`config.mk`:
```
export PLATFORM = sky130hd
export DESIGN_NAME = trip_clear_restart_control
export DESIGN_NICKNAME = d
export VERILOG_FILES = /design/src/trip_clear_restart_pkg.sv /design/src/trip_clear_restart_control.sv
export SDC_FILE = /design/constraint.sdc
export NUM_CORES = 1
export LEC_CHECK = 0
export BUFFER_PORTS_ARGS = -buffer_cell sky130_fd_sc_hd__buf_2
export CAP_MARGIN = 20
export CELL_PAD_IN_SITES_DETAIL_PLACEMENT = 1
export CELL_PAD_IN_SITES_GLOBAL_PLACEMENT = 1
export CORE_MARGIN = 3
export CORE_UTILIZATION = 35
export CTS_CLUSTER_DIAMETER = 80
export CTS_CLUSTER_SIZE = 30
export DETAILED_ROUTE_END_ITERATION = 7
export PLACE_DENSITY = 0.69
export SETUP_SLACK_MARGIN = 0.5
export SYNTH_ARGS = -nofsm -noshare
export SYNTH_HDL_FRONTEND = slang
export SYNTH_SLANG_ARGS = --single-unit
```
`constraint.sdc`:
```
create_clock -name clk_i -period 3.73 [get_ports clk_i]
set_clock_uncertainty 0.1 [all_clocks]
set_input_delay 0.746 -clock clk_i [delete_from_list [all_inputs] [get_ports clk_i]]
set_output_delay 0.746 -clock clk_i [all_outputs]
set_load 0.005 [all_outputs]
```
`src/trip_clear_restart_pkg.sv`:
```
package trip_clear_restart_pkg;

   // ****************************************************************
   // Register map (word index, byte address is four times this)
   // ****************************************************************
   localparam logic [3:0] REG_CTRL        = 4'h0;
   localparam logic [3:0] REG_WAIT        = 4'h1;
   localparam logic [3:0] REG_FLOOR       = 4'h2;
   localparam logic [3:0] REG_BASE_FREQ   = 4'h3;
   localparam logic [3:0] REG_MAX_FREQ    = 4'h4;
   localparam logic [3:0] REG_SET_FREQ    = 4'h5;
   localparam logic [3:0] REG_ASSIGN_LO   = 4'h6;
   localparam logic [3:0] REG_ASSIGN_HI   = 4'h7;
   localparam logic [3:0] REG_STATUS      = 4'h8;
   localparam logic [3:0] REG_SCAN_CUR    = 4'h9;
   localparam logic [3:0] REG_SCAN_DECEL  = 4'ha;

   // ****************************************************************
   // Field positions of the control word
   // ****************************************************************
   localparam int CTRL_CLR_MODE_LSB  = 0;
   localparam int CTRL_RESTART_LSB   = 2;
   localparam int CTRL_SCAN_SEL_LSB  = 4;

   // ****************************************************************
   // Reset values and clamp limits (wait in 0.1 s, frequencies in 0.01 Hz)
   // ****************************************************************
   localparam logic [9:0]  WAIT_RST       = 10'h00a;
   localparam logic [9:0]  WAIT_MIN       = 10'h003;
   localparam logic [9:0]  WAIT_MAX       = 10'h3e8;
   localparam logic [15:0] FLOOR_RST      = 16'h0000;
   localparam logic [15:0] FLOOR_MAX      = 16'h9c40;
   localparam logic [15:0] BASE_FREQ_RST  = 16'h1388;
   localparam logic [15:0] MAX_FREQ_RST   = 16'h1388;
   localparam logic [15:0] SET_FREQ_RST   = 16'h0000;
   localparam logic [15:0] SCAN_CUR_RST   = 16'h0064;
   localparam logic [15:0] SCAN_DECEL_RST = 16'h0032;
   localparam logic [31:0] ASSIGN_RST     = 32'h0000_0000;

   // ****************************************************************
   // Terminal function codes and timing
   // ****************************************************************
   localparam logic [7:0] FUNC_SWITCHOVER = 8'h0e;
   localparam logic [7:0] FUNC_TRIP_CLEAR = 8'h12;
   localparam int         CLK_KHZ         = 100_000;
   localparam int         WAIT_UNIT_MS    = 100;
   localparam int         WAIT_UNIT_CYC   = WAIT_UNIT_MS * CLK_KHZ;

   // ****************************************************************
   // Modes and states
   // ****************************************************************
   typedef enum logic [1:0] {
      CLR_ON_ASSERT   = 2'h0,
      CLR_ON_RELEASE  = 2'h1,
      CLR_DISABLE     = 2'h2,
      CLR_KEEP_DATA   = 2'h3
   } clear_mode_e;

   typedef enum logic [1:0] {
      START_ZERO  = 2'h0,
      START_MATCH = 2'h1,
      START_SCAN  = 2'h2
   } start_mode_e;

   typedef enum logic [1:0] {
      SCAN_FROM_SHUTOFF = 2'h0,
      SCAN_FROM_MAX     = 2'h1,
      SCAN_FROM_SET     = 2'h2
   } scan_sel_e;

   typedef enum logic [2:0] {
      ST_IDLE  = 3'b000,
      ST_WAIT  = 3'b001,
      ST_SCAN  = 3'b011,
      ST_RUN   = 3'b010,
      ST_HOLD  = 3'b110,
      ST_COAST = 3'b111,
      ST_TRIP  = 3'b101
   } ctrl_state_e;

   typedef struct packed {
      logic [1:0]  clear_mode_select;
      logic [1:0]  post_clear_restart_select;
      logic [1:0]  scan_restart_freq_select;
      logic [9:0]  restart_wait_time;
      logic [15:0] restart_freq_floor;
      logic [15:0] base_freq;
      logic [15:0] max_freq;
      logic [15:0] set_freq;
      logic [63:0] input_terminal_assign;
      logic [15:0] scan_current_level;
      logic [15:0] scan_decel_constant;
   } config_s;

endpackage : trip_clear_restart_pkg

```
`src/trip_clear_restart_control.sv`:
```
module trip_clear_restart_control
   import trip_clear_restart_pkg::*;
#(
   parameter int TERMINALS     = 8,
   parameter int WAIT_UNIT_CYC_P = WAIT_UNIT_CYC
) (
   input  wire logic                  clk_i,
   input  wire logic                  srst_i,
   input  wire logic [3:0]            avs_address_i,
   input  wire logic                  avs_read_i,
   input  wire logic                  avs_write_i,
   input  wire logic [31:0]           avs_writedata_i,
   input  wire logic [3:0]            avs_byteenable_i,
   output logic      [31:0]           avs_readdata_o,
   output logic                       avs_waitrequest_o,
   input  wire logic [TERMINALS-1:0]  terminal_i,
   input  wire logic                  keypad_clear_i,
   input  wire logic                  run_cmd_i,
   input  wire logic                  trip_event_i,
   input  wire logic [15:0]           motor_freq_i,
   input  wire logic [15:0]           output_freq_i,
   input  wire logic                  match_done_i,
   output logic                       output_enable_o,
   output logic                       tripped_o,
   output logic                       start_req_o,
   output logic      [1:0]            start_mode_o,
   output logic      [15:0]           start_freq_o,
   output logic      [15:0]           target_freq_o,
   output logic      [15:0]           scan_current_level_o,
   output logic      [15:0]           scan_decel_constant_o,
   output logic                       thermal_clear_o,
   output logic                       braking_resistor_duty_clear_o
);

   // ****************************************************************
   // State record
   // ****************************************************************
   typedef struct packed {
      ctrl_state_e st;
      logic        pwr_first;
      logic        clr_prev;
      logic        cs_prev;
      logic        key_prev;
      logic [1:0]  mode;
      logic [9:0]  wait_cnt;
      logic [31:0] presc;
      logic [15:0] shutoff_freq;
      config_s     cfg;
      logic        waitreq;
      logic [31:0] rdata;
      logic        out_en;
      logic        tripped;
      logic        start_req;
      logic [15:0] start_freq;
      logic [15:0] target_freq;
      logic        therm_clr;
      logic        brd_clr;
   } state_s;

   state_s s_reg;
   state_s s_next;

   // ****************************************************************
   // Helpers
   // ****************************************************************
   // True when any terminal assigned the given code is active
   function automatic logic term_active(input logic [TERMINALS-1:0] t,
                                        input logic [63:0] asg,
                                        input logic [7:0] code);
      logic hit;
      hit = 1'b0;
      for (int i = 0; i < TERMINALS; i++) begin
         if (asg[i*8 +: 8] == code && t[i])
            hit = 1'b1;
      end
      return hit;
   endfunction : term_active

   // Byte-lane merge of a write into an existing word
   function automatic logic [31:0] be_merge(input logic [31:0] old,
                                            input logic [31:0] wd,
                                            input logic [3:0] be);
      logic [31:0] r;
      r = old;
      for (int b = 0; b < 4; b++) begin
         if (be[b])
            r[b*8 +: 8] = wd[b*8 +: 8];
      end
      return r;
   endfunction : be_merge

   // ****************************************************************
   // Next-state logic
   // ****************************************************************
   logic        clr_in;
   logic        cs_in;
   logic        clr_rise;
   logic        clr_fall;
   logic        cs_fall;
   logic        key_rise;
   logic        launch;
   logic [1:0]  launch_mode;
   logic        launch_nowait;
   logic        tick;
   logic [31:0] wword;
   logic [31:0] rword;
   logic [15:0] half_base;

   // Terminal decode: plain active-high, no inversion option
   assign clr_in    = term_active(terminal_i, s_reg.cfg.input_terminal_assign,
                                  FUNC_TRIP_CLEAR);
   assign cs_in     = term_active(terminal_i, s_reg.cfg.input_terminal_assign,
                                  FUNC_SWITCHOVER);
   // Edges from consecutive clock samples
   assign clr_rise  = clr_in & ~s_reg.clr_prev;
   assign clr_fall  = ~clr_in & s_reg.clr_prev;
   assign cs_fall   = ~cs_in & s_reg.cs_prev;
   assign key_rise  = keypad_clear_i & ~s_reg.key_prev;
   assign half_base = s_reg.cfg.base_freq >> 1;
   assign tick      = (s_reg.presc == 32'(WAIT_UNIT_CYC_P - 1));

   always_comb begin
      s_next           = s_reg;
      launch           = 1'b0;
      launch_mode      = START_ZERO;
      launch_nowait    = 1'b0;
      wword            = 32'h0000_0000;
      rword            = 32'h0000_0000;
      s_next.clr_prev  = clr_in;
      s_next.cs_prev   = cs_in;
      s_next.key_prev  = keypad_clear_i;
      s_next.pwr_first = 1'b0;
      s_next.start_req = 1'b0;
      s_next.therm_clr = 1'b0;
      s_next.brd_clr   = 1'b0;
      s_next.presc     = tick ? 32'h0000_0000 : s_reg.presc + 32'h0000_0001;

      // Control sequence
      case (s_reg.st)
         ST_IDLE: begin
            if (trip_event_i) begin
               s_next.st = ST_TRIP;
            end else if (s_reg.pwr_first && run_cmd_i &&
                         s_reg.cfg.post_clear_restart_select == START_MATCH) begin
               launch      = 1'b1;
               launch_mode = START_MATCH;
            end else if (run_cmd_i && !cs_in) begin
               launch        = 1'b1;
               launch_nowait = 1'b1;
            end
         end
         ST_RUN: begin
            if (trip_event_i) begin
               s_next.st = ST_TRIP;
               s_next.shutoff_freq = output_freq_i;
            end else if (clr_rise) begin
               // Shutoff or disable while the clear input is held
               s_next.st = ST_HOLD;
               s_next.shutoff_freq = output_freq_i;
               if (s_reg.cfg.clear_mode_select == CLR_ON_ASSERT ||
                   s_reg.cfg.clear_mode_select == CLR_ON_RELEASE) begin
                  // A shutoff here is a full clear and loses protection data
                  s_next.therm_clr = 1'b1;
                  s_next.brd_clr   = 1'b1;
               end
            end else if (cs_in) begin
               s_next.st = ST_COAST;
               s_next.shutoff_freq = output_freq_i;
            end else if (!run_cmd_i) begin
               s_next.st = ST_IDLE;
            end
         end
         ST_HOLD: begin
            if (trip_event_i) begin
               s_next.st = ST_TRIP;
            end else if (!clr_in) begin
               if (!run_cmd_i) begin
                  s_next.st = ST_IDLE;
               end else begin
                  launch      = 1'b1;
                  launch_mode = (s_reg.cfg.clear_mode_select == CLR_KEEP_DATA) ?
                                START_ZERO : s_reg.cfg.post_clear_restart_select;
                  launch_nowait = (launch_mode == START_ZERO);
               end
            end
         end
         ST_COAST: begin
            if (trip_event_i) begin
               s_next.st = ST_TRIP;
            end else if (cs_fall && run_cmd_i) begin
               launch      = 1'b1;
               launch_mode = START_MATCH;
            end else if (!cs_in) begin
               s_next.st = ST_IDLE;
            end
         end
         ST_TRIP: begin
            // Output stays off until a clear the mode accepts
            if (key_rise ||
                (s_reg.cfg.clear_mode_select == CLR_ON_RELEASE ? clr_fall
                                                                : clr_rise)) begin
               if (s_reg.cfg.clear_mode_select != CLR_KEEP_DATA) begin
                  s_next.therm_clr = 1'b1;
                  s_next.brd_clr   = 1'b1;
               end
               if (!run_cmd_i) begin
                  s_next.st = ST_IDLE;
               end else begin
                  launch      = 1'b1;
                  launch_mode = (s_reg.cfg.clear_mode_select == CLR_KEEP_DATA) ?
                                START_ZERO : s_reg.cfg.post_clear_restart_select;
                  launch_nowait = (launch_mode == START_ZERO);
               end
            end
         end
         ST_WAIT: begin
            if (trip_event_i) begin
               s_next.st = ST_TRIP;
            end else if (!run_cmd_i) begin
               s_next.st = ST_IDLE;
            end else if (s_reg.wait_cnt != 10'h000) begin
               if (tick)
                  s_next.wait_cnt = s_reg.wait_cnt - 10'h001;
            end else begin
               s_next.start_req = 1'b1;
               case (s_reg.mode)
                  START_MATCH: begin
                     s_next.st = ST_RUN;
                     // Low speed means too little back-EMF to lock on
                     if (motor_freq_i <= s_reg.cfg.restart_freq_floor ||
                         motor_freq_i <= half_base) begin
                        s_next.start_freq = 16'h0000;
                        s_next.mode       = START_ZERO;
                     end else begin
                        s_next.start_freq = motor_freq_i;
                     end
                  end
                  START_SCAN: begin
                     s_next.st = ST_SCAN;
                     case (s_reg.cfg.scan_restart_freq_select)
                        SCAN_FROM_SHUTOFF: s_next.start_freq = s_reg.shutoff_freq;
                        SCAN_FROM_MAX:     s_next.start_freq = s_reg.cfg.max_freq;
                        SCAN_FROM_SET:     s_next.start_freq = s_reg.cfg.set_freq;
                        default:           s_next.start_freq = s_reg.shutoff_freq;
                     endcase
                  end
                  default: begin
                     s_next.st = ST_RUN;
                     s_next.start_freq = 16'h0000;
                  end
               endcase
            end
         end
         ST_SCAN: begin
            // Decelerate at held current until the power stage reports lock
            if (trip_event_i)
               s_next.st = ST_TRIP;
            else if (!run_cmd_i)
               s_next.st = ST_IDLE;
            else if (match_done_i)
               s_next.st = ST_RUN;
         end
         default: begin
            s_next.st = ST_IDLE;
         end
      endcase

      // Common restart launch
      if (launch) begin
         s_next.st          = ST_WAIT;
         s_next.mode        = launch_mode;
         s_next.presc       = 32'h0000_0000;
         s_next.wait_cnt    = launch_nowait ? 10'h000 : s_reg.cfg.restart_wait_time;
         s_next.target_freq = (launch_mode == START_SCAN) ? s_reg.shutoff_freq
                                                          : s_reg.cfg.set_freq;
      end

      s_next.out_en  = (s_next.st == ST_RUN) || (s_next.st == ST_SCAN);
      s_next.tripped = (s_next.st == ST_TRIP);

      // Avalon slave: one wait cycle, then answer
      s_next.waitreq = !((avs_read_i || avs_write_i) && s_reg.waitreq);
      case (avs_address_i)
         REG_CTRL:       rword = {26'h0, s_reg.cfg.scan_restart_freq_select,
                                  s_reg.cfg.post_clear_restart_select,
                                  s_reg.cfg.clear_mode_select};
         REG_WAIT:       rword = {22'h0, s_reg.cfg.restart_wait_time};
         REG_FLOOR:      rword = {16'h0, s_reg.cfg.restart_freq_floor};
         REG_BASE_FREQ:  rword = {16'h0, s_reg.cfg.base_freq};
         REG_MAX_FREQ:   rword = {16'h0, s_reg.cfg.max_freq};
         REG_SET_FREQ:   rword = {16'h0, s_reg.cfg.set_freq};
         REG_ASSIGN_LO:  rword = s_reg.cfg.input_terminal_assign[31:0];
         REG_ASSIGN_HI:  rword = s_reg.cfg.input_terminal_assign[63:32];
         REG_STATUS:     rword = {s_reg.shutoff_freq, 8'h0, 1'b0, s_reg.st,
                                  2'h0, s_reg.out_en, (s_reg.st == ST_TRIP)};
         REG_SCAN_CUR:   rword = {16'h0, s_reg.cfg.scan_current_level};
         REG_SCAN_DECEL: rword = {16'h0, s_reg.cfg.scan_decel_constant};
         default:        rword = 32'h0000_0000;
      endcase
      if (avs_read_i && s_reg.waitreq)
         s_next.rdata = rword;
      wword = be_merge(rword, avs_writedata_i, avs_byteenable_i);
      if (avs_write_i && !s_reg.waitreq) begin
         case (avs_address_i)
            REG_CTRL: begin
               s_next.cfg.clear_mode_select         = wword[CTRL_CLR_MODE_LSB +: 2];
               s_next.cfg.post_clear_restart_select = wword[CTRL_RESTART_LSB +: 2];
               s_next.cfg.scan_restart_freq_select  = wword[CTRL_SCAN_SEL_LSB +: 2];
            end
            REG_WAIT: begin
               // Clamp to the settable range
               if (wword[15:0] > {6'h0, WAIT_MAX})
                  s_next.cfg.restart_wait_time = WAIT_MAX;
               else if (wword[9:0] < WAIT_MIN)
                  s_next.cfg.restart_wait_time = WAIT_MIN;
               else
                  s_next.cfg.restart_wait_time = wword[9:0];
            end
            REG_FLOOR:      s_next.cfg.restart_freq_floor =
                               (wword[15:0] > FLOOR_MAX) ? FLOOR_MAX : wword[15:0];
            REG_BASE_FREQ:  s_next.cfg.base_freq = wword[15:0];
            REG_MAX_FREQ:   s_next.cfg.max_freq = wword[15:0];
            REG_SET_FREQ:   s_next.cfg.set_freq = wword[15:0];
            REG_ASSIGN_LO:  s_next.cfg.input_terminal_assign[31:0] = wword;
            REG_ASSIGN_HI:  s_next.cfg.input_terminal_assign[63:32] = wword;
            REG_SCAN_CUR:   s_next.cfg.scan_current_level = wword[15:0];
            REG_SCAN_DECEL: s_next.cfg.scan_decel_constant = wword[15:0];
            default: begin
            end
         endcase
      end
   end

   // ****************************************************************
   // State register
   // ****************************************************************
   // Power-up flag is set by reset for the first cycle only, when the restart select still reads 00, so select 01 never applies at power-up
   always_ff @(posedge clk_i) begin
      if (srst_i) begin
         s_reg                                <= '0;
         s_reg.st                             <= ST_IDLE;
         s_reg.pwr_first                      <= 1'b1;
         s_reg.waitreq                        <= 1'b1;
         s_reg.cfg.restart_wait_time          <= WAIT_RST;
         s_reg.cfg.restart_freq_floor         <= FLOOR_RST;
         s_reg.cfg.base_freq                  <= BASE_FREQ_RST;
         s_reg.cfg.max_freq                   <= MAX_FREQ_RST;
         s_reg.cfg.set_freq                   <= SET_FREQ_RST;
         s_reg.cfg.input_terminal_assign      <= {ASSIGN_RST, ASSIGN_RST};
         s_reg.cfg.scan_current_level         <= SCAN_CUR_RST;
         s_reg.cfg.scan_decel_constant        <= SCAN_DECEL_RST;
      end else begin
         s_reg <= s_next;
      end
   end

   // ****************************************************************
   // Outputs, all straight from the state record
   // ****************************************************************
   assign avs_readdata_o                = s_reg.rdata;
   assign avs_waitrequest_o             = s_reg.waitreq;
   assign output_enable_o               = s_reg.out_en;
   assign tripped_o                     = s_reg.tripped;
   assign start_req_o                   = s_reg.start_req;
   assign start_mode_o                  = s_reg.mode;
   assign start_freq_o                  = s_reg.start_freq;
   assign target_freq_o                 = s_reg.target_freq;
   assign scan_current_level_o          = s_reg.cfg.scan_current_level;
   assign scan_decel_constant_o         = s_reg.cfg.scan_decel_constant;
   assign thermal_clear_o               = s_reg.therm_clr;
   assign braking_resistor_duty_clear_o = s_reg.brd_clr;

endmodule : trip_clear_restart_control

```
; Word level (Yosys, flattened, before mapping)
; Cells that the tools add are included.
[word_totals]
regBits = 313
inputBits = 88
out_inout_bits = 104
[classes]
addsub = 2
magnitude_cmp = 5
eq_ne = 47
muxes = 115
n_bitwise = 12
reduce_logical = 59
[ops]
columns = op, count
row1 = $pmux W32 S11, 1
row2 = $mux W310, 1
row3 = $mux W16, 14
row4 = $mux W176, 1
row5 = $mux W32, 4
row6 = $mux W17, 4
row7 = $eq A8 B4 Y1 const B, 8
row8 = $eq A8 B5 Y1 const B, 8
row9 = $pmux W16 S2, 2
row10 = $mux W10, 6
row11 = $mux W3, 18
row12 = $mux W44, 1
row13 = $mux W1, 37
row14 = $mux W12, 3
row15 = $add A32 B1 Y32 const B, 1
row16 = $eq A32 B24 Y1 const B, 1
row17 = $mux W8, 4
row18 = $mux W2, 13
row19 = $logic_and A1 B1 Y1, 23
row20 = $reduce_and A2 Y1, 11
row21 = $pmux W3 S7, 1
row22 = $eq A4 B3 Y1 const B, 4
row23 = $gt A16 B10 Y1 const B, 1
row24 = $gt A16 B16 Y1 const B, 1
row25 = other kinds (34), 72

; Logic depth before layout (Yosys ltp)
[logic_depth]
word_depth = 20
mapped_depth = 14

; Least setup slack after synthesis
; Ideal clock, no wire load.
[synth_path]
path_kind = input port to flip-flop
start = input avs_address_i[0]
end = register s_reg[233] in the netlist's numbering
setup_time_ns = 0.122
t_arrival_ns = 2.990
required_time_ns = 3.508
slack_ns = 0.518
stages = 10
path_buffers = 3
cell_sequence = buf_6 -> buf_6 -> buf_2 -> mux2i_1 -> nor3_1 -> o41ai_4 -> nand2_4 -> nor4b_4 -> or3b_4 -> o32a_1
[synth_via]
elab_chain_cells = 6
elab_cells_between_ends = 19
classes_between = order compare (2) / eq/ne (10) / mux (5) / reduce/logical (2)
[synth_lines]
columns = element, line_no
row1 = start: declaration, trip_clear_restart_control.sv:9  ; input wire logic [3:0] avs_address_i,
row2 = "$eq A4 B4 Y1, or another cell as far along", trip_clear_restart_control.sv:283  ; case (avs_address_i)
row3 = $pmux W32 S11, trip_clear_restart_control.sv:283
row4 = $mux W8, trip_clear_restart_control.sv:86  ; if (be[b])
row5 = $lt A10 B2 Y1, trip_clear_restart_control.sv:314  ; else if (wword[9:0] < WAIT_MIN)
row6 = $mux W10, trip_clear_restart_control.sv:314
row7 = $mux W10, trip_clear_restart_control.sv:312  ; if (wword[15:0] > {6'h0, WAIT_MAX})
row8 = end signal: assignment, trip_clear_restart_control.sv:353  ; s_reg <= s_next;
row9 = end: declaration, trip_clear_restart_control.sv:60  ; state_s s_reg;
; Parallel ways exist; a longest one is shown, timed or not.
; A chain may end at the register's enable or synchronous reset.

; Worst setup path in the final report
[layout_path]
start = input avs_address_i[1]
end = register s_reg[215] in the netlist's numbering
[layout_via]
elab_chain_cells = 5
elab_cells_between_ends = 17
classes_between = order compare (1) / eq/ne (10) / mux (4) / reduce/logical (2)
[layout_lines]
columns = element, line_no
row1 = "$eq A4 B4 Y1, or another cell as far along", trip_clear_restart_control.sv:283
row2 = $pmux W32 S11, trip_clear_restart_control.sv:283
row3 = $mux W8, trip_clear_restart_control.sv:86
row4 = $gt A16 B16 Y1, trip_clear_restart_control.sv:320  ; (wword[15:0] > FLOOR_MAX) ? FLOOR_MAX : wword[15:0];
row5 = $mux W16, trip_clear_restart_control.sv:320
; Parallel ways exist; a longest one is shown, timed or not.

==> results by group <==
Route
  • DR vias: 15.9k
  • Wirelength per Cell: 24.7 µm
  • Initial drt markers: 1,400
  • Vias/cell: 5.66
  • Post-DRT Antenna Nets: 0
  • Post-route DRC: 0
  • First-pass DRT Iterations: 7
  • Post-Route WL: 69,200 µm

Yosys
  • Synth Register Bits: 312
  • Top-count cell post-synth: nor2_1
  • Top FF cell, synth: dfxtp_1
  • Yosys cell types: 89
  • Synth async-reset ratio: 0%
  • Post-Syn Instances: 2,106
  • Synthesized cell area: 16,800 µm²
  • Largest cells by area after synthesis: dfxtp_1, nor2_1, nand2_1
  • Post-Syn Nets: 2,231
  • EDFF count, synth: 0
  • Yosys top cell area share: 37.2%
  • Seq/Total Area, Yosys: 37.2%
  • Area leader, netlist: dfxtp_1
  • Synth warn: 0
  • Mapped Avg Cell Area: 7.97 µm²
  • Commonest cells post-synth: nor2_1, dfxtp_1, nand2_1

Cells and area
  • Post-route core utilization: 40.3%
  • P&R area growth vs syn: 12.8%
  • Post-route cell area: 18,900 µm²
  • Area taken by multi-input logic gates: 8870 µm²
  • Ant diodes: 0
  • Max reg flops: 194
  • Filler cells: 5,694
  • Seq. cell area: 6250 µm²
  • Layout cells sized above 1: 18.2%
  • Finished Layout Cells: 2,805
  • Post-layout net count: 2,307

Global routing
  • All-Layer GR Usage: 26.4%
  • Vias in the first global route: 15.7k
  • Total grt overflow: 0
  • Global-route wire length before repair: 101,000 µm
  • Initial antenna violation count: 2
  • Largest net degree at the start of global routing: 119

STA
  • Max Fclk: 315 MHz
  • Final Slew Violations: 0
  • Final hold vios: 0
  • RSZ-0062 raised after global routing: false
  • Setup_tns: 0 ps
  • Rel. slew slack: 45.6%
  • Final Critical Period: 3170 ps
  • Worst-Margin Slew: 817 ps
  • Setup violators final: 0
  • Final worst-path cycle share: 85.0%

Floorplanning
  • Die Wd: 225 µm
  • DIE AREA: 50,600 µm²
  • DIE HEIGHT: 225 µm
  • CORE AREA: 47,000 µm²
  • Starting Density: 35.8%
  • # rows: 79
  • # IOs: 192

Outcome
  • Outcome: completed

Clocking
  • Htree depth: 1
  • Root Driver: clkbuf_16
  • CTS buffer count: 22
  • Clk sinks: 312
  • CTS tree: yes
  • Worst-path clk slew: 100 ps
  • Clk_lat worst skew: 550 ps
  • Clk buf depth: 3
  • CTS hold repair buffers: 0

Critical path
  • Crit. Startpoint: avs_address_i[1]
  • Critical Path AT: 3560 ps
  • Reg2reg start: s_reg[311]
  • WP data required: 4120 ps
  • Critical path type: in -> reg
  • Worst setup SP type: input pin
  • Max Fanout on Critical Path: 15
  • Nature of the critical path endpoint: flop

Min path
  • Hold path startpoint: output_freq_i[9]
  • Worst hold-check path type: in -> reg

Pwr
  • Pwr per Cell Area: 371 nW/µm²
  • Total leakage power: 7.82 nW
  • VDD IR-drop max: 0.000321 V

Placed design
  • Placer Congestion: 0.974
  • Placement Cell Area: 18,000 µm²
  • Post-Place Cells: 2,761
  • Port bufs: 191
  • Post-detail-place hpwl: 53,400 µm

Run
  • Max Cap Viol: 0
==> repair_timing <==
action | in CTS | in global routing
setup buffers | 0 | 3
cloned | 0 | 0
gates resized for setup | 2 | 13
setup endpoints to repair | 16 | 90
pin swaps | 0 | 2
==> worst max-delay path, stage by stage <==
cell,delay [ps]
buf_2,300
buf_4,260
nor3b_1,90
buf_4,150
o21ai_0,390
o2111ai_1,350
o31ai_2,320
and3_1,240
nand4_1,120
o211ai_2,200
buf_12,190
a32o_1,170
==> layout make-up <==
type,instances,share of cell area [%]
Clock buffer,27,3.17
Clock inverter,13,1.14
Tap cell,607,4.01
Inverter,78,1.55
Timing Repair Buffer,297,10.3
Multi-Input combinational cell,1471,46.8
Sequential cell,312,33.0
==> routing by layer <==
layer / wire, µm / track usage [%]
met5: 9 / 0
met4: 2260 / 7.94
met2: 30000 / 41.0
met3: 4080 / 3.58
met1: 32800 / 38.0
==> kinds of logic after synthesis <==
family          synth area share [%]
flops                           37.2
compound gates                  18.0
buf+inv                         10.3
mux                             6.21
simple gates                    23.7
fa+ha+maj                       2.76
xor+xnor                        1.88
==> cell usage in the layout (no fill, tap or decap), types with 5 or more instances in the layout <==
cell type and instances:
mux2_2 28, and3_1 13, nor2b_1 34, or3_1 9
nor4b_2 5, o31ai_1 5, buf_4 91, and3b_1 6
a22o_1 5, a221oi_1 7, nand3_1 29, clkbuf_16 23
o21ai_0 60, a21o_1 13, nand2b_1 21, mux2i_1 67
nand4_1 32, a21oi_1 174, nand3b_1 24, nor2_1 315
a211oi_1 30, xnor2_1 20, a32o_1 11, a22oi_1 62
a31oi_1 13, buf_12 14, nand4b_1 5, o211ai_1 19
o21ai_1 9, nor4b_1 7, nor4_1 13, buf_2 189
ha_1 37, nand2_1 244, nor3b_1 8, o32ai_1 7
nor3_1 33, inv_1 77, xor2_1 16, dfxtp_1 311
==> final timing paths <==
| path | slack [ps] | end | cells after the start |
|---|---|---|---|
| max | 560 | s_reg[215] | 12 |
| min | 320 | s_reg[255] | 3 |
| max reg2reg | 690 | s_reg[233] | 8 |
| min reg2reg | 360 | avs_readdata_o[30] | 2 |
==> per-stage QoR <==
stage | total power, mW | hold WS (ps) | setup WS (ps)
after detailed placement | 4.27 | 348 | 26.2
after global placement | 4.25 | 341 | 52.5
after global routing | 7.28 | 311 | 512
final | 7.02 | 321 | 560
after CTS | 7.06 | 297 | 530
after floorplan | 3.95 | 335 | 518
==> power by group <==
part	internal [mW]	leakage [nW]	switching, mW
logic	0.288	4.90	0.500
clock network	1.42	0.393	1.39
registers	3.37	2.52	0.0478
total	5.09	7.82	1.94
(Power assumes the default switching activity.)
